$ cat src/hw/sfac_pkg.sv
// Constants shared by the frame admission control block.
package sfac_pkg;

   // ------------------------------------------------------------------
   // Register map
   // ------------------------------------------------------------------
   localparam int          ADDR_W            = 8;
   localparam int          DATA_W            = 8;
   localparam logic [7:0]  ADDR_GLOBAL_CTRL1 = 8'h03;
   localparam logic [7:0]  ADDR_FRAME_POLICY = 8'h04;
   localparam logic [7:0]  ADDR_DROP_COUNT   = 8'h10;
   localparam logic [7:0]  ADDR_STORM_COUNT  = 8'h11;
   localparam logic [7:0]  ADDR_COL_COUNT    = 8'h12;

   // Field positions.
   localparam int          BIT_AGGR_BACKOFF  = 0;
   localparam int          BIT_RSVD7         = 7;
   localparam int          BIT_MCAST_EXCL    = 6;
   localparam int          BIT_RSVD5         = 5;
   localparam int          BIT_FAIR_MODE     = 4;
   localparam int          BIT_KEEP_EXCOL    = 3;
   localparam int          BIT_JUMBO         = 2;
   localparam int          BIT_SIZE_CHK_DIS  = 1;

   // Reset values of the non-strapped bits.
   localparam logic        RST_RSVD7         = 1'b1;
   localparam logic        RST_MCAST_EXCL    = 1'b1;
   localparam logic        RST_RSVD5         = 1'b1;
   localparam logic        RST_FAIR_MODE     = 1'b1;
   localparam logic        RST_JUMBO         = 1'b0;

   // ------------------------------------------------------------------
   // Frame sizes and collision figures
   // ------------------------------------------------------------------
   localparam int          LEN_W             = 11;
   localparam logic [10:0] LEN_JUMBO         = 11'h77C;
   localparam logic [10:0] LEN_SIZE_CHK_OFF  = 11'h600;
   localparam logic [10:0] LEN_UNTAGGED      = 11'h5EE;
   localparam logic [10:0] LEN_TAGGED        = 11'h5F2;
   localparam int          PORT_W            = 3;
   localparam logic [2:0]  PORT_FIRST_USER   = 3'h1;
   localparam logic [2:0]  PORT_LAST_USER    = 3'h4;
   localparam int          COL_W             = 5;
   localparam logic [4:0]  COL_EXCESSIVE     = 5'h10;
   localparam logic [3:0]  EXP_STANDARD      = 4'hA;
   localparam logic [3:0]  EXP_AGGRESSIVE    = 4'h3;
   localparam int          SLOT_W            = 10;
   localparam logic [9:0]  LFSR_SEED         = 10'h2A5;
   localparam logic [47:0] DA_BROADCAST      = 48'hFFFF_FFFF_FFFF;
   localparam int          DA_GROUP_BIT      = 40;

endpackage : sfac_pkg

$ cat src/hw/sfac_backoff.sv
// Collision backoff slot generator with standard and aggressive modes.
`timescale 1ns/1ps
module sfac_backoff
   import sfac_pkg::*;
(
   input  wire logic                        clk,
   input  wire logic                        rst_n,
   input  wire logic [sfac_pkg::COL_W-1:0]  col_count,
   input  wire logic                        aggressive,
   output logic [sfac_pkg::SLOT_W-1:0]      slots
);

   logic [SLOT_W-1:0] lfsr;
   logic [3:0]        cap;
   logic [3:0]        expo;
   logic [SLOT_W-1:0] mask;

   always_ff @(posedge clk) begin
      if (!rst_n) begin
         lfsr <= LFSR_SEED;
      end else begin
         lfsr <= {lfsr[SLOT_W-2:0], lfsr[9] ^ lfsr[6]};
      end
   end

   // The aggressive cap keeps the window small so a port retries sooner.
   assign cap  = aggressive ? EXP_AGGRESSIVE : EXP_STANDARD;
   assign expo = ({1'b0, cap} < col_count) ? cap : col_count[3:0];

   always_comb begin
      mask = '0;
      for (int i = 0; i < SLOT_W; i++) begin
         mask[i] = (4'(i) < expo);
      end
   end

   assign slots = lfsr & mask;

endmodule : sfac_backoff

$ cat src/hw/sfac_len_check.sv
// Maximum frame length selection and length comparison.
`timescale 1ns/1ps
module sfac_len_check
   import sfac_pkg::*;
(
   input  wire logic [sfac_pkg::LEN_W-1:0]  frame_len,
   input  wire logic                        frame_tagged,
   input  wire logic                        cpu_special_tag,
   input  wire logic [sfac_pkg::PORT_W-1:0] dest_port,
   input  wire logic                        jumbo_en,
   input  wire logic                        size_chk_dis,
   output logic                             len_ok
);

   logic [LEN_W-1:0] limit;
   logic             to_user_port;
   logic             tag_exempt;

   assign to_user_port = (dest_port >= PORT_FIRST_USER) &&
                         (dest_port <= PORT_LAST_USER);
   // Frames from the CPU with the special tag, bound for user ports 1 to 4, skip the tagged ceiling.
   assign tag_exempt   = frame_tagged && cpu_special_tag && to_user_port;

   always_comb begin
      if (jumbo_en) begin
         limit = LEN_JUMBO;
      end else if (size_chk_dis) begin
         limit = LEN_SIZE_CHK_OFF;
      end else if (frame_tagged) begin
         limit = LEN_TAGGED;
      end else begin
         limit = LEN_UNTAGGED;
      end
   end

   // The special tag lifts only the tagged ceiling; the jumbo and the
   // size-check-off ceilings still bind such frames.
   assign len_ok = (tag_exempt && !jumbo_en && !size_chk_dis) ||
                   (frame_len <= limit);

endmodule : sfac_len_check

$ cat src/hw/sfac_top.sv
// Global frame admission controls: registers and admission decisions.
//
// What this block does
// Aggressive backoff bit shortens half-duplex collision backoff windows.
// Aggressive backoff bit resets from backoff strap pin, default off.
// Multicast exclusion set counts broadcast only; clear adds group bit.
// Fair mode set drops non-flow-controlled frames sharing destination.
// Fair mode clear flow-controls the flow-controlled source instead.
// Clear keep bit drops frames at 16 collisions; set keeps them.
// Keep bit resets from collision strap pin, default drop.
// Jumbo bit admits up to 1916 bytes, overriding size check.
// Size check disabled admits up to 1536 bytes, drops longer.
// Otherwise 1518 untagged, 1522 tagged; CPU special tag exempt.
// Size check disable bit resets from frame size strap pin.
// Software writes ones back into reserved bits seven and five.
//
// The plain strobed port was chosen for this implementation.
`timescale 1ns/1ps
module sfac_top
   import sfac_pkg::*;
(
   input  wire logic                          clk,
   input  wire logic                          rst_n,
   input  wire logic [sfac_pkg::ADDR_W-1:0]   reg_addr,
   input  wire logic [sfac_pkg::DATA_W-1:0]   reg_wdata,
   input  wire logic                          reg_wr,
   input  wire logic                          reg_rd,
   output logic      [sfac_pkg::DATA_W-1:0]   reg_rdata,
   input  wire logic                          backoff_strap_pin,
   input  wire logic                          collision_drop_strap_pin,
   input  wire logic                          frame_size_strap_pin,
   input  wire logic                          frm_valid,
   input  wire logic [sfac_pkg::LEN_W-1:0]    frm_len,
   input  wire logic                          frm_tagged,
   input  wire logic                          cpu_special_tag,
   input  wire logic [sfac_pkg::PORT_W-1:0]   frm_dest_port,
   output logic                               frm_done,
   output logic                               frm_accept,
   input  wire logic                          da_valid,
   input  wire logic [47:0]                   da,
   output logic                               storm_count,
   input  wire logic                          col_valid,
   input  wire logic [sfac_pkg::COL_W-1:0]    col_count,
   input  wire logic                          col_half_duplex,
   output logic                               col_done,
   output logic                               col_retry,
   output logic                               col_drop,
   output logic      [sfac_pkg::SLOT_W-1:0]   backoff_slots,
   input  wire logic                          share_valid,
   output logic                               drop_nonfc,
   output logic                               pause_fc,
   output logic                               aggr_backoff,
   output logic                               mcast_excl,
   output logic                               fair_mode,
   output logic                               keep_excol,
   output logic                               jumbo_en,
   output logic                               size_chk_dis
);
   import sfac_pkg::*;

   // ------------------------------------------------------------------
   // Internal signals
   // ------------------------------------------------------------------
   logic                rsvd7;
   logic                rsvd5;
   logic                wr_ctrl1;
   logic                wr_policy;
   logic                len_ok;
   logic                is_bcast;
   logic                is_group;
   logic                excessive;
   logic [SLOT_W-1:0]   slots;
   logic [DATA_W-1:0]   drop_cnt;
   logic [DATA_W-1:0]   storm_cnt;
   logic [DATA_W-1:0]   excol_cnt;
   logic [DATA_W-1:0]   next_rdata;
   logic                frame_drop;

   assign wr_ctrl1  = reg_wr && (reg_addr == ADDR_GLOBAL_CTRL1);
   assign wr_policy = reg_wr && (reg_addr == ADDR_FRAME_POLICY);

   // ------------------------------------------------------------------
   // Global control 1, aggressive backoff bit only
   // ------------------------------------------------------------------
   // Reset is synchronous, so the strap is caught on the clock edge that
   // sees rst_n low; the pin must be stable for that edge.
   always_ff @(posedge clk) begin
      if (!rst_n) begin
         aggr_backoff <= backoff_strap_pin;
      end else if (wr_ctrl1) begin
         aggr_backoff <= reg_wdata[BIT_AGGR_BACKOFF];
      end
   end

   // ------------------------------------------------------------------
   // Frame policy register
   // ------------------------------------------------------------------
   always_ff @(posedge clk) begin
      if (!rst_n) begin
         rsvd7        <= RST_RSVD7;
         mcast_excl   <= RST_MCAST_EXCL;
         rsvd5        <= RST_RSVD5;
         fair_mode    <= RST_FAIR_MODE;
         keep_excol   <= collision_drop_strap_pin;
         jumbo_en     <= RST_JUMBO;
         size_chk_dis <= frame_size_strap_pin;
      end else if (wr_policy) begin
         // Reserved bits store what software writes; it must write ones.
         rsvd7        <= reg_wdata[BIT_RSVD7];
         mcast_excl   <= reg_wdata[BIT_MCAST_EXCL];
         rsvd5        <= reg_wdata[BIT_RSVD5];
         fair_mode    <= reg_wdata[BIT_FAIR_MODE];
         keep_excol   <= reg_wdata[BIT_KEEP_EXCOL];
         jumbo_en     <= reg_wdata[BIT_JUMBO];
         size_chk_dis <= reg_wdata[BIT_SIZE_CHK_DIS];
      end
   end

   // ------------------------------------------------------------------
   // Register read path
   // ------------------------------------------------------------------
   always_comb begin
      next_rdata = '0;
      if (reg_rd) begin
         unique case (reg_addr)
            ADDR_GLOBAL_CTRL1: begin
               next_rdata[BIT_AGGR_BACKOFF] = aggr_backoff;
            end
            ADDR_FRAME_POLICY: begin
               next_rdata[BIT_RSVD7]        = rsvd7;
               next_rdata[BIT_MCAST_EXCL]   = mcast_excl;
               next_rdata[BIT_RSVD5]        = rsvd5;
               next_rdata[BIT_FAIR_MODE]    = fair_mode;
               next_rdata[BIT_KEEP_EXCOL]   = keep_excol;
               next_rdata[BIT_JUMBO]        = jumbo_en;
               next_rdata[BIT_SIZE_CHK_DIS] = size_chk_dis;
            end
            ADDR_DROP_COUNT: begin
               next_rdata = drop_cnt;
            end
            ADDR_STORM_COUNT: begin
               next_rdata = storm_cnt;
            end
            ADDR_COL_COUNT: begin
               next_rdata = excol_cnt;
            end
            default: begin
               next_rdata = '0;
            end
         endcase
      end
   end

   // Data stand only in the cycle after the read strobe, zero otherwise.
   always_ff @(posedge clk) begin
      if (!rst_n) begin
         reg_rdata <= '0;
      end else begin
         reg_rdata <= next_rdata;
      end
   end

   // ------------------------------------------------------------------
   // Frame length admission
   // ------------------------------------------------------------------
   sfac_len_check u_len_check (
      .frame_len       (frm_len),
      .frame_tagged    (frm_tagged),
      .cpu_special_tag (cpu_special_tag),
      .dest_port       (frm_dest_port),
      .jumbo_en        (jumbo_en),
      .size_chk_dis    (size_chk_dis),
      .len_ok          (len_ok)
   );

   always_ff @(posedge clk) begin
      if (!rst_n) begin
         frm_done   <= 1'b0;
         frm_accept <= 1'b0;
      end else begin
         frm_done   <= frm_valid;
         frm_accept <= frm_valid && len_ok;
      end
   end

   assign frame_drop = frm_valid && !len_ok;

   // Saturating so a flood of bad frames cannot wrap to a small count.
   always_ff @(posedge clk) begin
      if (!rst_n) begin
         drop_cnt <= '0;
      end else if (frame_drop && (drop_cnt != '1)) begin
         drop_cnt <= drop_cnt + 8'h01;
      end
   end

   // ------------------------------------------------------------------
   // Broadcast storm classification
   // ------------------------------------------------------------------
   assign is_bcast = (da == DA_BROADCAST);
   assign is_group = da[DA_GROUP_BIT];

   always_ff @(posedge clk) begin
      if (!rst_n) begin
         storm_count <= 1'b0;
      end else begin
         storm_count <= da_valid &&
                        (is_bcast || (!mcast_excl && is_group));
      end
   end

   always_ff @(posedge clk) begin
      if (!rst_n) begin
         storm_cnt <= '0;
      end else if (storm_count && (storm_cnt != '1)) begin
         storm_cnt <= storm_cnt + 8'h01;
      end
   end

   // ------------------------------------------------------------------
   // Collision handling and backoff
   // ------------------------------------------------------------------
   // Full-duplex ports never collide, so the aggressive mode is gated by
   // the half-duplex indication of the reporting port.
   sfac_backoff u_backoff (
      .clk        (clk),
      .rst_n      (rst_n),
      .col_count  (col_count),
      .aggressive (aggr_backoff && col_half_duplex),
      .slots      (slots)
   );

   assign excessive = (col_count >= COL_EXCESSIVE);

   always_ff @(posedge clk) begin
      if (!rst_n) begin
         col_done      <= 1'b0;
         col_retry     <= 1'b0;
         col_drop      <= 1'b0;
         backoff_slots <= '0;
      end else begin
         col_done      <= col_valid;
         col_drop      <= col_valid && excessive && !keep_excol;
         col_retry     <= col_valid && (!excessive || keep_excol);
         backoff_slots <= col_valid ? slots : '0;
      end
   end

   always_ff @(posedge clk) begin
      if (!rst_n) begin
         excol_cnt <= '0;
      end else if (col_valid && excessive && !keep_excol &&
                   (excol_cnt != '1)) begin
         excol_cnt <= excol_cnt + 8'h01;
      end
   end

   // ------------------------------------------------------------------
   // Flow control fairness
   // ------------------------------------------------------------------
   // share_valid marks a flow-controlled and a non-flow-controlled port
   // contending for one destination. Exactly one remedy is chosen.
   always_ff @(posedge clk) begin
      if (!rst_n) begin
         drop_nonfc <= 1'b0;
         pause_fc   <= 1'b0;
      end else begin
         drop_nonfc <= share_valid && fair_mode;
         pause_fc   <= share_valid && !fair_mode;
      end
   end

endmodule : sfac_top

$ cat config.mk
export PLATFORM = sky130hd
export DESIGN_NAME = sfac_top
export DESIGN_NICKNAME = d
export VERILOG_FILES = /design/src/hw/sfac_pkg.sv /design/src/hw/sfac_backoff.sv /design/src/hw/sfac_len_check.sv /design/src/hw/sfac_top.sv
export SDC_FILE = /design/constraint.sdc
export NUM_CORES = 1
export LEC_CHECK = 0
export BUFFER_PORTS_ARGS = -buffer_cell sky130_fd_sc_hd__buf_2
export CAP_MARGIN = 20
export CORE_ASPECT_RATIO = 0.5
export CORE_MARGIN = 2
export CORE_UTILIZATION = 44
export DETAILED_ROUTE_END_ITERATION = 8
export HOLD_SLACK_MARGIN = 0.06
export MAX_ROUTING_LAYER = met4
export PLACE_DENSITY = 0.76
export SETUP_SLACK_MARGIN = 0.5
export SKIP_LAST_GASP = 1
export SLEW_MARGIN = 5
export SYNTH_ARGS = -nofsm -noshare
export SYNTH_HDL_FRONTEND = slang
export SYNTH_SLANG_ARGS = --single-unit
export TNS_END_PERCENT = 100
$ cat constraint.sdc
create_clock -name clk -period 2.1 [get_ports clk]
set_clock_uncertainty 0.15 [all_clocks]
set_input_delay 0.42 -clock clk [delete_from_list [all_inputs] [get_ports clk]]
set_output_delay 0.42 -clock clk [all_outputs]
set_load 0.02 [all_outputs]
==> reports/results.ini, run 1 <==
[placement]
place.gp.congestion = 0.850
dpl_cell_area_sq_um = 4190
place_ws_ns = -0.334
hpwl_mm = 6.31
portBuffers = 128

[synth]
yosysUniqueCellTypes = 59
synthFlopType = dfxtp_1
yosysWarnings = 0
synth_seq_cells = 68
synth_area_per_cell_sq_um = 9.28
synth_top_cell_by_area = dfxtp_1
async_reset_ff_share_pct = 0
synth_area_leaders = dfxtp_1 40%, ha_1 5.0%, mux2i_1 4.9%
synth_top_area_share_pct = 40.0
synth_fp_nets = 461
ys_seq_area_share_pct = 42.7
syn_inst = 351
synth_edf_count = 3
synth_area_sq_um = 3260

[floorplanning]
die-width_um = 126
core_area_sq_um = 7240
fp-row-count = 22
ioPinCount = 129
start_util_pct = 45.0
die-area_sq_um = 8150
die_h_um = 64.8

[setup_path]
r2r_slack_ns = -0.30
criticalPathCategory = reg -> reg
startpoint_type = flip-flop
arrival_ns = 2.45
end_kind = flip-flop
worstPathRequired_ns = 2.15
rr_worst_depth = 9
worstReg2RegStart = size_chk_dis$_DFFE_PP_
regToRegEndpoint = drop_cnt[0]$_SDFFE_PN0P_
cp_max_fo = 5

[global_routing]
grt_pass1_wl_mm = 14.5
grt_usage_pct = 23.1
grt_overflow = 0
antenna_found_initial = 0
grt_pass1_vias = 3139
grt_max_degree = 16

[routing]
routed_via_density = 5.32
wirelength_mm = 9.44
initialDrtViolationCount = 241
drc_errors = 0
drt_pass1_iterations = 4
antenna_left = 0
wl_per_cell_um = 15.2
vias = 3310

[pwr]
p_leak_nw = 2.08
power_density_nw_per_um2 = 655
ir_drop_mv = 0.445
total_power_mw = 3.17

[job]
max-cap-violations = 0

[clock_network]
clock_sinks = 68
numCtsBuffers = 9
clk_latency_ns = 0.33
ctsHoldBuffers = 0
cts_tree = yes
clkTransAtPathRegs_ns = 0.05
h-tree-depth = 3
root_buffer = clkbuf_16
clk_path_buf_depth = 2

[worst_hold_path]
whs_path_depth = 3
hp-start = reg_wdata[5]
hp-class = in -> reg
hold_path_end = rsvd5$_SDFFE_PN1P_

[final_layout]
antennaDiodeCount = 0
nets = 631
drive_gt1_share_pct = 47.1
area_growth_syn_to_layout_pct = 48.5
stdcell_area_sq_um = 4830

[sta]
slew_violations = 0
max_slew.worst_pin.slew_ns = 0.466
slew_headroom_pct = 68.9
fin_ws_ns = -0.299
rsz0062_at_grt = yes
hold_viol_final = 0
fmax_mhz = 417
setup_viol = 8
period_minus_slack_ns = 2.40
fin_crit_sh_pct = 114

[outcome]
status = complete, but fails checks
violations = negative setup slack

[through the flow]
step                TNS [ns]  hold WS (ns)  utilization [%]  cells
floorplan             -0.847         0.257                -    351
global placement       -1.42         0.273             57.9    584
detailed placement     -1.82         0.275             57.9    584
CTS                    -1.32         0.151             64.1    610
global route           -2.87         0.152             66.8    622
finish                 -1.91         0.155             66.8    622
[critical path, stage by stage, from the launching register on]
cell	delay [ns]
edfxtp_1	0.43
or2_4	0.32
ha_4	0.27
nand4_1	0.18
nor3_2	0.31
nor3_2	0.09
o21ai_4	0.12
buf_4	0.16
xor2_1	0.16
nor2_1	0.09
[state kept, by name, summed over array words and instances, names as in the netlist]
register,flops
fair_mode,1
mcast_excl,1
aggr_backoff,1
storm_cnt,8
storm_count,1
keep_excol,1
drop_cnt,8
frm_done,1
col_drop,1
rsvd5,1
pause_fc,1
drop_nonfc,1
col_done,1
size_chk_dis,1
backoff_slots,10
col_retry,1
jumbo_en,1
rsvd7,1
excol_cnt,8
frm_accept,1
reg_rdata,8
u_backoff.lfsr,10
[cell usage in the layout, fill, tap and decap left out, types with 3 or more instances in the layout]
master     instances
a21oi_2            5
nand4_1           19
clkinv_2           4
a21oi_1           12
dfxtp_2            5
inv_1              5
buf_6              6
dfxtp_1           55
nand3_1           11
a22oi_1            5
edfxtp_1           3
buf_4             37
buf_2            124
nor2_1            31
o21ai_0            9
o22a_1             7
nor4_1             3
xnor2_1            9
mux2_2             3
mux2i_1           15
nand2_2            5
nand3b_1           4
nor3_1             5
ha_1               8
ha_4               5
dfxtp_4            5
nor2b_1            3
xor2_1             7
nand2_1           26
nand2b_1           8
clkbuf_16          9
and2_1            12
or3_1              3
[per-layer routing]
layer | global-route usage, % | up-vias | wire [um]
met1 | 26.8 | 1554 | 3860
met3 | 4.95 | 17 | 618
met5 | - | - | 0
li1 | - | 1606 | -
met2 | 40.1 | 133 | 4780
met4 | 8.33 | 0 | 187
[worst max path at each step]
| stage | start | end |
|---|---|---|
| 6_report | size_chk_dis$_DFFE_PP_ | drop_cnt[0]$_SDFFE_PN0P_ |
| 5_1_grt | size_chk_dis$_DFFE_PP_ | drop_cnt[6]$_SDFFE_PN0P_ |
| 4_1_cts | size_chk_dis$_DFFE_PP_ | drop_cnt[6]$_SDFFE_PN0P_ |
| 3_5_place_dp | frm_tagged | drop_cnt[6]$_SDFFE_PN0P_ |
| 3_3_place_gp | frm_tagged | drop_cnt[6]$_SDFFE_PN0P_ |
| 2_1_floorplan | size_chk_dis$_DFFE_PP_ | drop_cnt[6]$_SDFFE_PN0P_ |
[area by class of cell]
type | count | area [sq um]
fill | 542 | 2410
multi-input combinational | 267 | 2030
sequential | 68 | 1420
timing repair buffer | 167 | 966
clock buffer | 11 | 243
tap | 96 | 120
inverter | 8 | 32.5
clock inverter | 5 | 27.5
[where the power goes]
part	switching [mW]	internal, mW	leakage (nW)
combinational	0.234	0.227	1.38
clock	0.529	0.821	0.135
sequential	0.0205	1.33	0.566
[Yosys cell counts (2+ instances only)]
cell type and instances:
nand2b_1 8, a22oi_1 7, and3_1 3, nor4b_2 2, xor2_1 7, o22a_1 7
clkbuf_1 6, xnor2_1 9, nand4_1 19, or3_1 4, nor3_1 6, ha_1 13
inv_1 7, dfxtp_1 65, o21ai_2 2, o21a_1 2, a21oi_1 17, mux2i_1 16
mux2_2 3, nand2_1 31, nor3b_1 2, nor3_2 2, nor2b_1 3, nor4_1 4
edfxtp_1 3, nand3_1 13, nor2_1 34, nand3b_1 4, o21ai_0 11, and2_1 12
[kinds of logic after synthesis]
kind of cell,synth area share [%]
xor+xnor,4.30
simple gates,26.6
compound gates,13.4
fa+ha+maj,5.00
mux,5.96
buf+inv,2.00
flops,42.7
[timing repair]
action | in CTS | in global routing
gates resized for setup | 29 | 26
endpoints found under the hold margin | 0 | 0
setup endpoints to repair | 35 | 46
pin swaps | 14 | 15
setup buffers | 10 | 12
Power figures use the tool's default switching activity.
==> inputs of run 2 (changes only) <==
Settings changed: BUFFER_PORTS_ARGS -buffer_cell sky130_fd_sc_hd__buf_2 to -buffer_cell sky130_fd_sc_hd__clkbuf_2, GPL_TIMING_DRIVEN set to 0.
==> run 2 against run 1 <==
The flow still finishes with violations (negative setup slack). Maximum frequency barely moved. Non-clock buffer count down 1. Via count grew 0.18%. Flip-flop and latch count unchanged. Setup slack better by 0.0023 ns. Combinational power grew 4%. Cell area up 0.85%. Hold slack lost 0.0030 ns. Register-to-register slack is essentially flat. Die area unchanged. Global-route usage down 0.79 points.
==> reports/results.ini, run 2 (synthesis results as in run 1) <==
[sta]
period_minus_slack_ns = 2.40
hold_ws_ns = 0.152
fin_ws_ns = -0.297
fin_crit_sh_pct = 114
fin_setup_tns_ns = -1.35
setup_viol = 8
hold_viol_final = 0
rsz0062_at_grt = yes
slew_violations = 0
slew_headroom_pct = 55.6
fmax_mhz = 417
max_slew.worst_pin.slew_ns = 0.665

[setup_path]
arrival_ns = 2.51
cp_max_fo = 4
startpoint = size_chk_dis$_DFFE_PP_
worstPathRequired_ns = 2.21
criticalPathCategory = reg -> reg
worstReg2RegStart = size_chk_dis$_DFFE_PP_
end_kind = flip-flop
startpoint_type = flip-flop

[floorplanning]
core_area_sq_um = 7240
die-width_um = 126
die_h_um = 64.8
die-area_sq_um = 8150
fp-row-count = 22
start_util_pct = 45.0
ioPinCount = 129

[final_layout]
fin_util_pct = 67.3
largest_registers = backoff_slots: 10 flops, u_backoff.lfsr: 10 flops
area_growth_syn_to_layout_pct = 49.7
layout_common_cells = 123 x clkbuf_2, 53 x dfxtp_1, 31 x nor2_1
drive_gt1_share_pct = 46.3
stdcell_area_sq_um = 4870
fin_cells = 621
layout_commonest_cell = clkbuf_2
n_fill_cell = 546
antennaDiodeCount = 0
nets = 630

[routing]
antenna_left = 0
initialDrtViolationCount = 144
wirelength_mm = 9.44
drt_pass1_iterations = 4
vias = 3316
routed_via_density = 5.34
wl_per_cell_um = 15.2
drc_errors = 0

[clock_network]
clock_sinks = 68
root_buffer = clkbuf_16
clk_latency_ns = 0.33
clk_path_buf_depth = 2
numCtsBuffers = 9
cts_tree = yes
clkTransAtPathRegs_ns = 0.05
h-tree-depth = 3

[worst_hold_path]
hp-start = reg_wdata[5]
hp-class = in -> reg

[pwr]
p_leak_nw = 2.07
ir_drop_mv = 0.418
total_power_mw = 3.21
power_density_nw_per_um2 = 658

[global_routing]
antenna_found_initial = 0
grt_pass1_vias = 3038
grt_pass1_wl_mm = 14.0
grt_overflow = 0
grt_max_degree = 12
grt_usage_pct = 22.3

[outcome]
status = complete, but fails checks
violations = negative setup slack

[placement]
place.gp.congestion = 0.859
dp.cells = 574
dpl_cell_area_sq_um = 4100
portBuffers = 127
hpwl_mm = 6.29
place_ws_ns = -0.408

[job]
max-cap-violations = 0

==> run 2: path summary, 6_finish.rpt <==
path,end,slack [ns],cells after the start
worst min-delay path,rsvd5$_SDFFE_PN1P_,0.15,3
worst max-delay path,drop_cnt[6]$_SDFFE_PN0P_,-0.30,9
worst max register to register,drop_cnt[6]$_SDFFE_PN0P_,-0.30,9
worst min register to register,backoff_slots[8]$_SDFF_PN0_,0.29,2
==> run 2: power breakdown <==
| part | switching [mW] | total [mW] | internal [mW] |
|---|---|---|---|
| sequential | 0.0211 | 1.35 | 1.33 |
| combinational | 0.240 | 0.480 | 0.240 |
| clock | 0.549 | 1.38 | 0.827 |
| total | 0.811 | 3.21 | 2.40 |
==> run 2: cell type report <==
cell class                 instances  area, sq um  area share, %
timing repair buffer             158          921           18.9
buffer                             8         47.5          0.975
sequential                        68         1420           29.2
tap                               96          120           2.46
multi-input combinational        267         2060           42.2
inverter                           8         33.8          0.693
clock buffer                      12          246           5.06
clock inverter                     4         25.0          0.513
==> run 2: timing repair <==
item                       CTS  global route
setup endpoints to repair   40            52
hold buffers                 0             0
pin swaps                   23            24
gates resized for setup     28            49
setup buffers               15            16
==> run 2: metal layers <==
layer / GRT usage [%] / up-vias / wire [um]
met1: 25.5 / 1530 / 3830
met4: 8.19 / 0 / 304
met2: 39.5 / 149 / 4730
met5: - / - / 0
met3: 4.46 / 25 / 580
li1: - / 1612 / -
==> run 2: worst max-delay path: stages (launching register included) <==
cell and delay [ns]:
edfxtp_1 0.44, inv_2 0.09, a21oi_1 0.07, ha_1 0.31
nand4_1 0.14, o21bai_4 0.21, a31oi_4 0.25, o21ai_2 0.11
or4_1 0.42, a21oi_2 0.14
==> inputs of run 3 (changes only) <==
Settings changed: SKIP_CTS_REPAIR_TIMING set to 1.
==> run 3 against run 2 <==
Die area did not move. Utilization is 1.8 points lower. The run still ends with negative setup slack left. Sequential share of layout area is 0.76 points higher. Critical path depth shrank 1.
==> reports/results.ini, run 3 (synthesis results as in run 1) <==
[final_layout]
n_fill_cell = 585
layout_commonest_cell = clkbuf_2
multi_input_area_sq_um = 2000
nets = 624
layout_common_cells = 127 x clkbuf_2, 53 x dfxtp_1, 32 x nor2_1
fin_util_pct = 65.5
drive_gt1_share_pct = 44.3
final-seq-area_sq_um = 1420
area_growth_syn_to_layout_pct = 45.7
antennaDiodeCount = 0
largest_registers = backoff_slots: 10 flops, u_backoff.lfsr: 10 flops

[sta]
hold_viol_final = 0
slew_violations = 0
slew_headroom_pct = 54.3
setup_viol = 9
period_minus_slack_ns = 2.45
fmax_mhz = 408
fin_crit_sh_pct = 117
rsz0062_at_grt = yes
max_slew.worst_pin.slew_ns = 0.685
hold_ws_ns = 0.153
fin_ws_ns = -0.352

[clock_network]
numCtsBuffers = 9
clock_sinks = 68
clk_latency_ns = 0.33
cts_tree = yes
h-tree-depth = 3
clkTransAtPathRegs_ns = 0.05
root_buffer = clkbuf_16
clk_path_buf_depth = 2

[routing]
drt_pass1_iterations = 6
vias = 3347
drc_errors = 0
wirelength_mm = 9.28
antenna_left = 0
routed_via_density = 5.44
initialDrtViolationCount = 196
wl_per_cell_um = 15.1

[placement]
hpwl_mm = 6.29
portBuffers = 127
place.gp.congestion = 0.859

[outcome]
status = complete, but fails checks
violations = negative setup slack

[global_routing]
grt_pass1_wl_mm = 13.1
grt_pass1_vias = 2884
grt_usage_pct = 21.0
antenna_found_initial = 0
grt_max_degree = 12
grt_overflow = 0

[setup_path]
worstReg2RegStart = size_chk_dis$_DFFE_PP_
startpoint = size_chk_dis$_DFFE_PP_
criticalPathCategory = reg -> reg
end_kind = flip-flop
cp_max_fo = 5
endpoint = drop_cnt[6]$_SDFFE_PN0P_
arrival_ns = 2.56
startpoint_type = flip-flop
r2r_slack_ns = -0.35
worstPathRequired_ns = 2.21
regToRegEndpoint = drop_cnt[6]$_SDFFE_PN0P_
rr_worst_depth = 8

[worst_hold_path]
hp-class = in -> reg

[floorplanning]
die-width_um = 126
die-area_sq_um = 8150
start_util_pct = 45.0
fp-row-count = 22
die_h_um = 64.8
ioPinCount = 129
core_area_sq_um = 7240

[pwr]
ir_drop_mv = 0.396
p_leak_nw = 2.03
power_density_nw_per_um2 = 666

[job]
max-cap-violations = 0

==> run 3: layer usage <==
layer | track usage (%) | vias to the layer above | routed length, um
met3 | 4.46 | 25 | 732
met4 | 8.06 | 0 | 218
met2 | 35.6 | 177 | 4540
met5 | - | - | 0
met1 | 24.8 | 1541 | 3780
li1 | - | 1604 | -
==> run 3: worst min-delay path by stage <==
stage	end	cells past startpoint	start	slack [ns]
4_1_cts	rsvd5$_SDFFE_PN1P_	3	reg_wdata[5]	0.15
2_1_floorplan	backoff_slots[8]$_SDFF_PN0_	2	u_backoff.lfsr[8]$_SDFF_PN0_	0.26
5_1_grt	storm_count$_SDFF_PN0_	3	da_valid	0.16
3_3_place_gp	u_backoff.lfsr[9]$_SDFF_PN1_	1	u_backoff.lfsr[8]$_SDFF_PN0_	0.27
3_5_place_dp	backoff_slots[8]$_SDFF_PN0_	2	u_backoff.lfsr[8]$_SDFF_PN0_	0.27
6_report	rsvd5$_SDFFE_PN1P_	3	reg_wdata[5]	0.15
==> run 3: area by class of cell <==
cell class,instances,area share (%)
well taps,96,2.53
repair buffers,152,17.8
inverters,8,0.712
plain buffers,8,1.00
clock inverters,4,0.528
flip-flops and latches,68,30.0
multi-input cells,267,42.3
clock buffers,12,5.20
==> run 3: critical path, stage by stage (launching register included) <==
cell	delay, ns
edfxtp_1	0.43
or2_4	0.28
ha_1	0.29
nand4_1	0.15
buf_4	0.18
a31oi_4	0.23
o21ai_4	0.10
or4_4	0.44
a21oi_2	0.15
==> run 3: power by group <==
group          internal [mW]  switching [mW]
Combinational          0.209           0.222
Sequential              1.33          0.0228
Clock                  0.827           0.544
==> run 3: stage by stage <==
| step | worst slack (ns) | std cells | power (mW) | TNS, ns | instance area, sq um |
|---|---|---|---|---|---|
| finish | -0.352 | 615 | 3.16 | -2.12 | 4740 |
| global route | -0.459 | 615 | 3.28 | -3.51 | 4740 |
| CTS | -0.432 | 590 | 3.11 | -2.91 | 4370 |
| detailed placement | -0.408 | 574 | 1.75 | -3.08 | 4100 |
| global placement | -0.368 | 574 | 1.74 | -2.69 | 4100 |
| floorplan | -0.212 | 351 | 1.59 | -0.847 | 3350 |
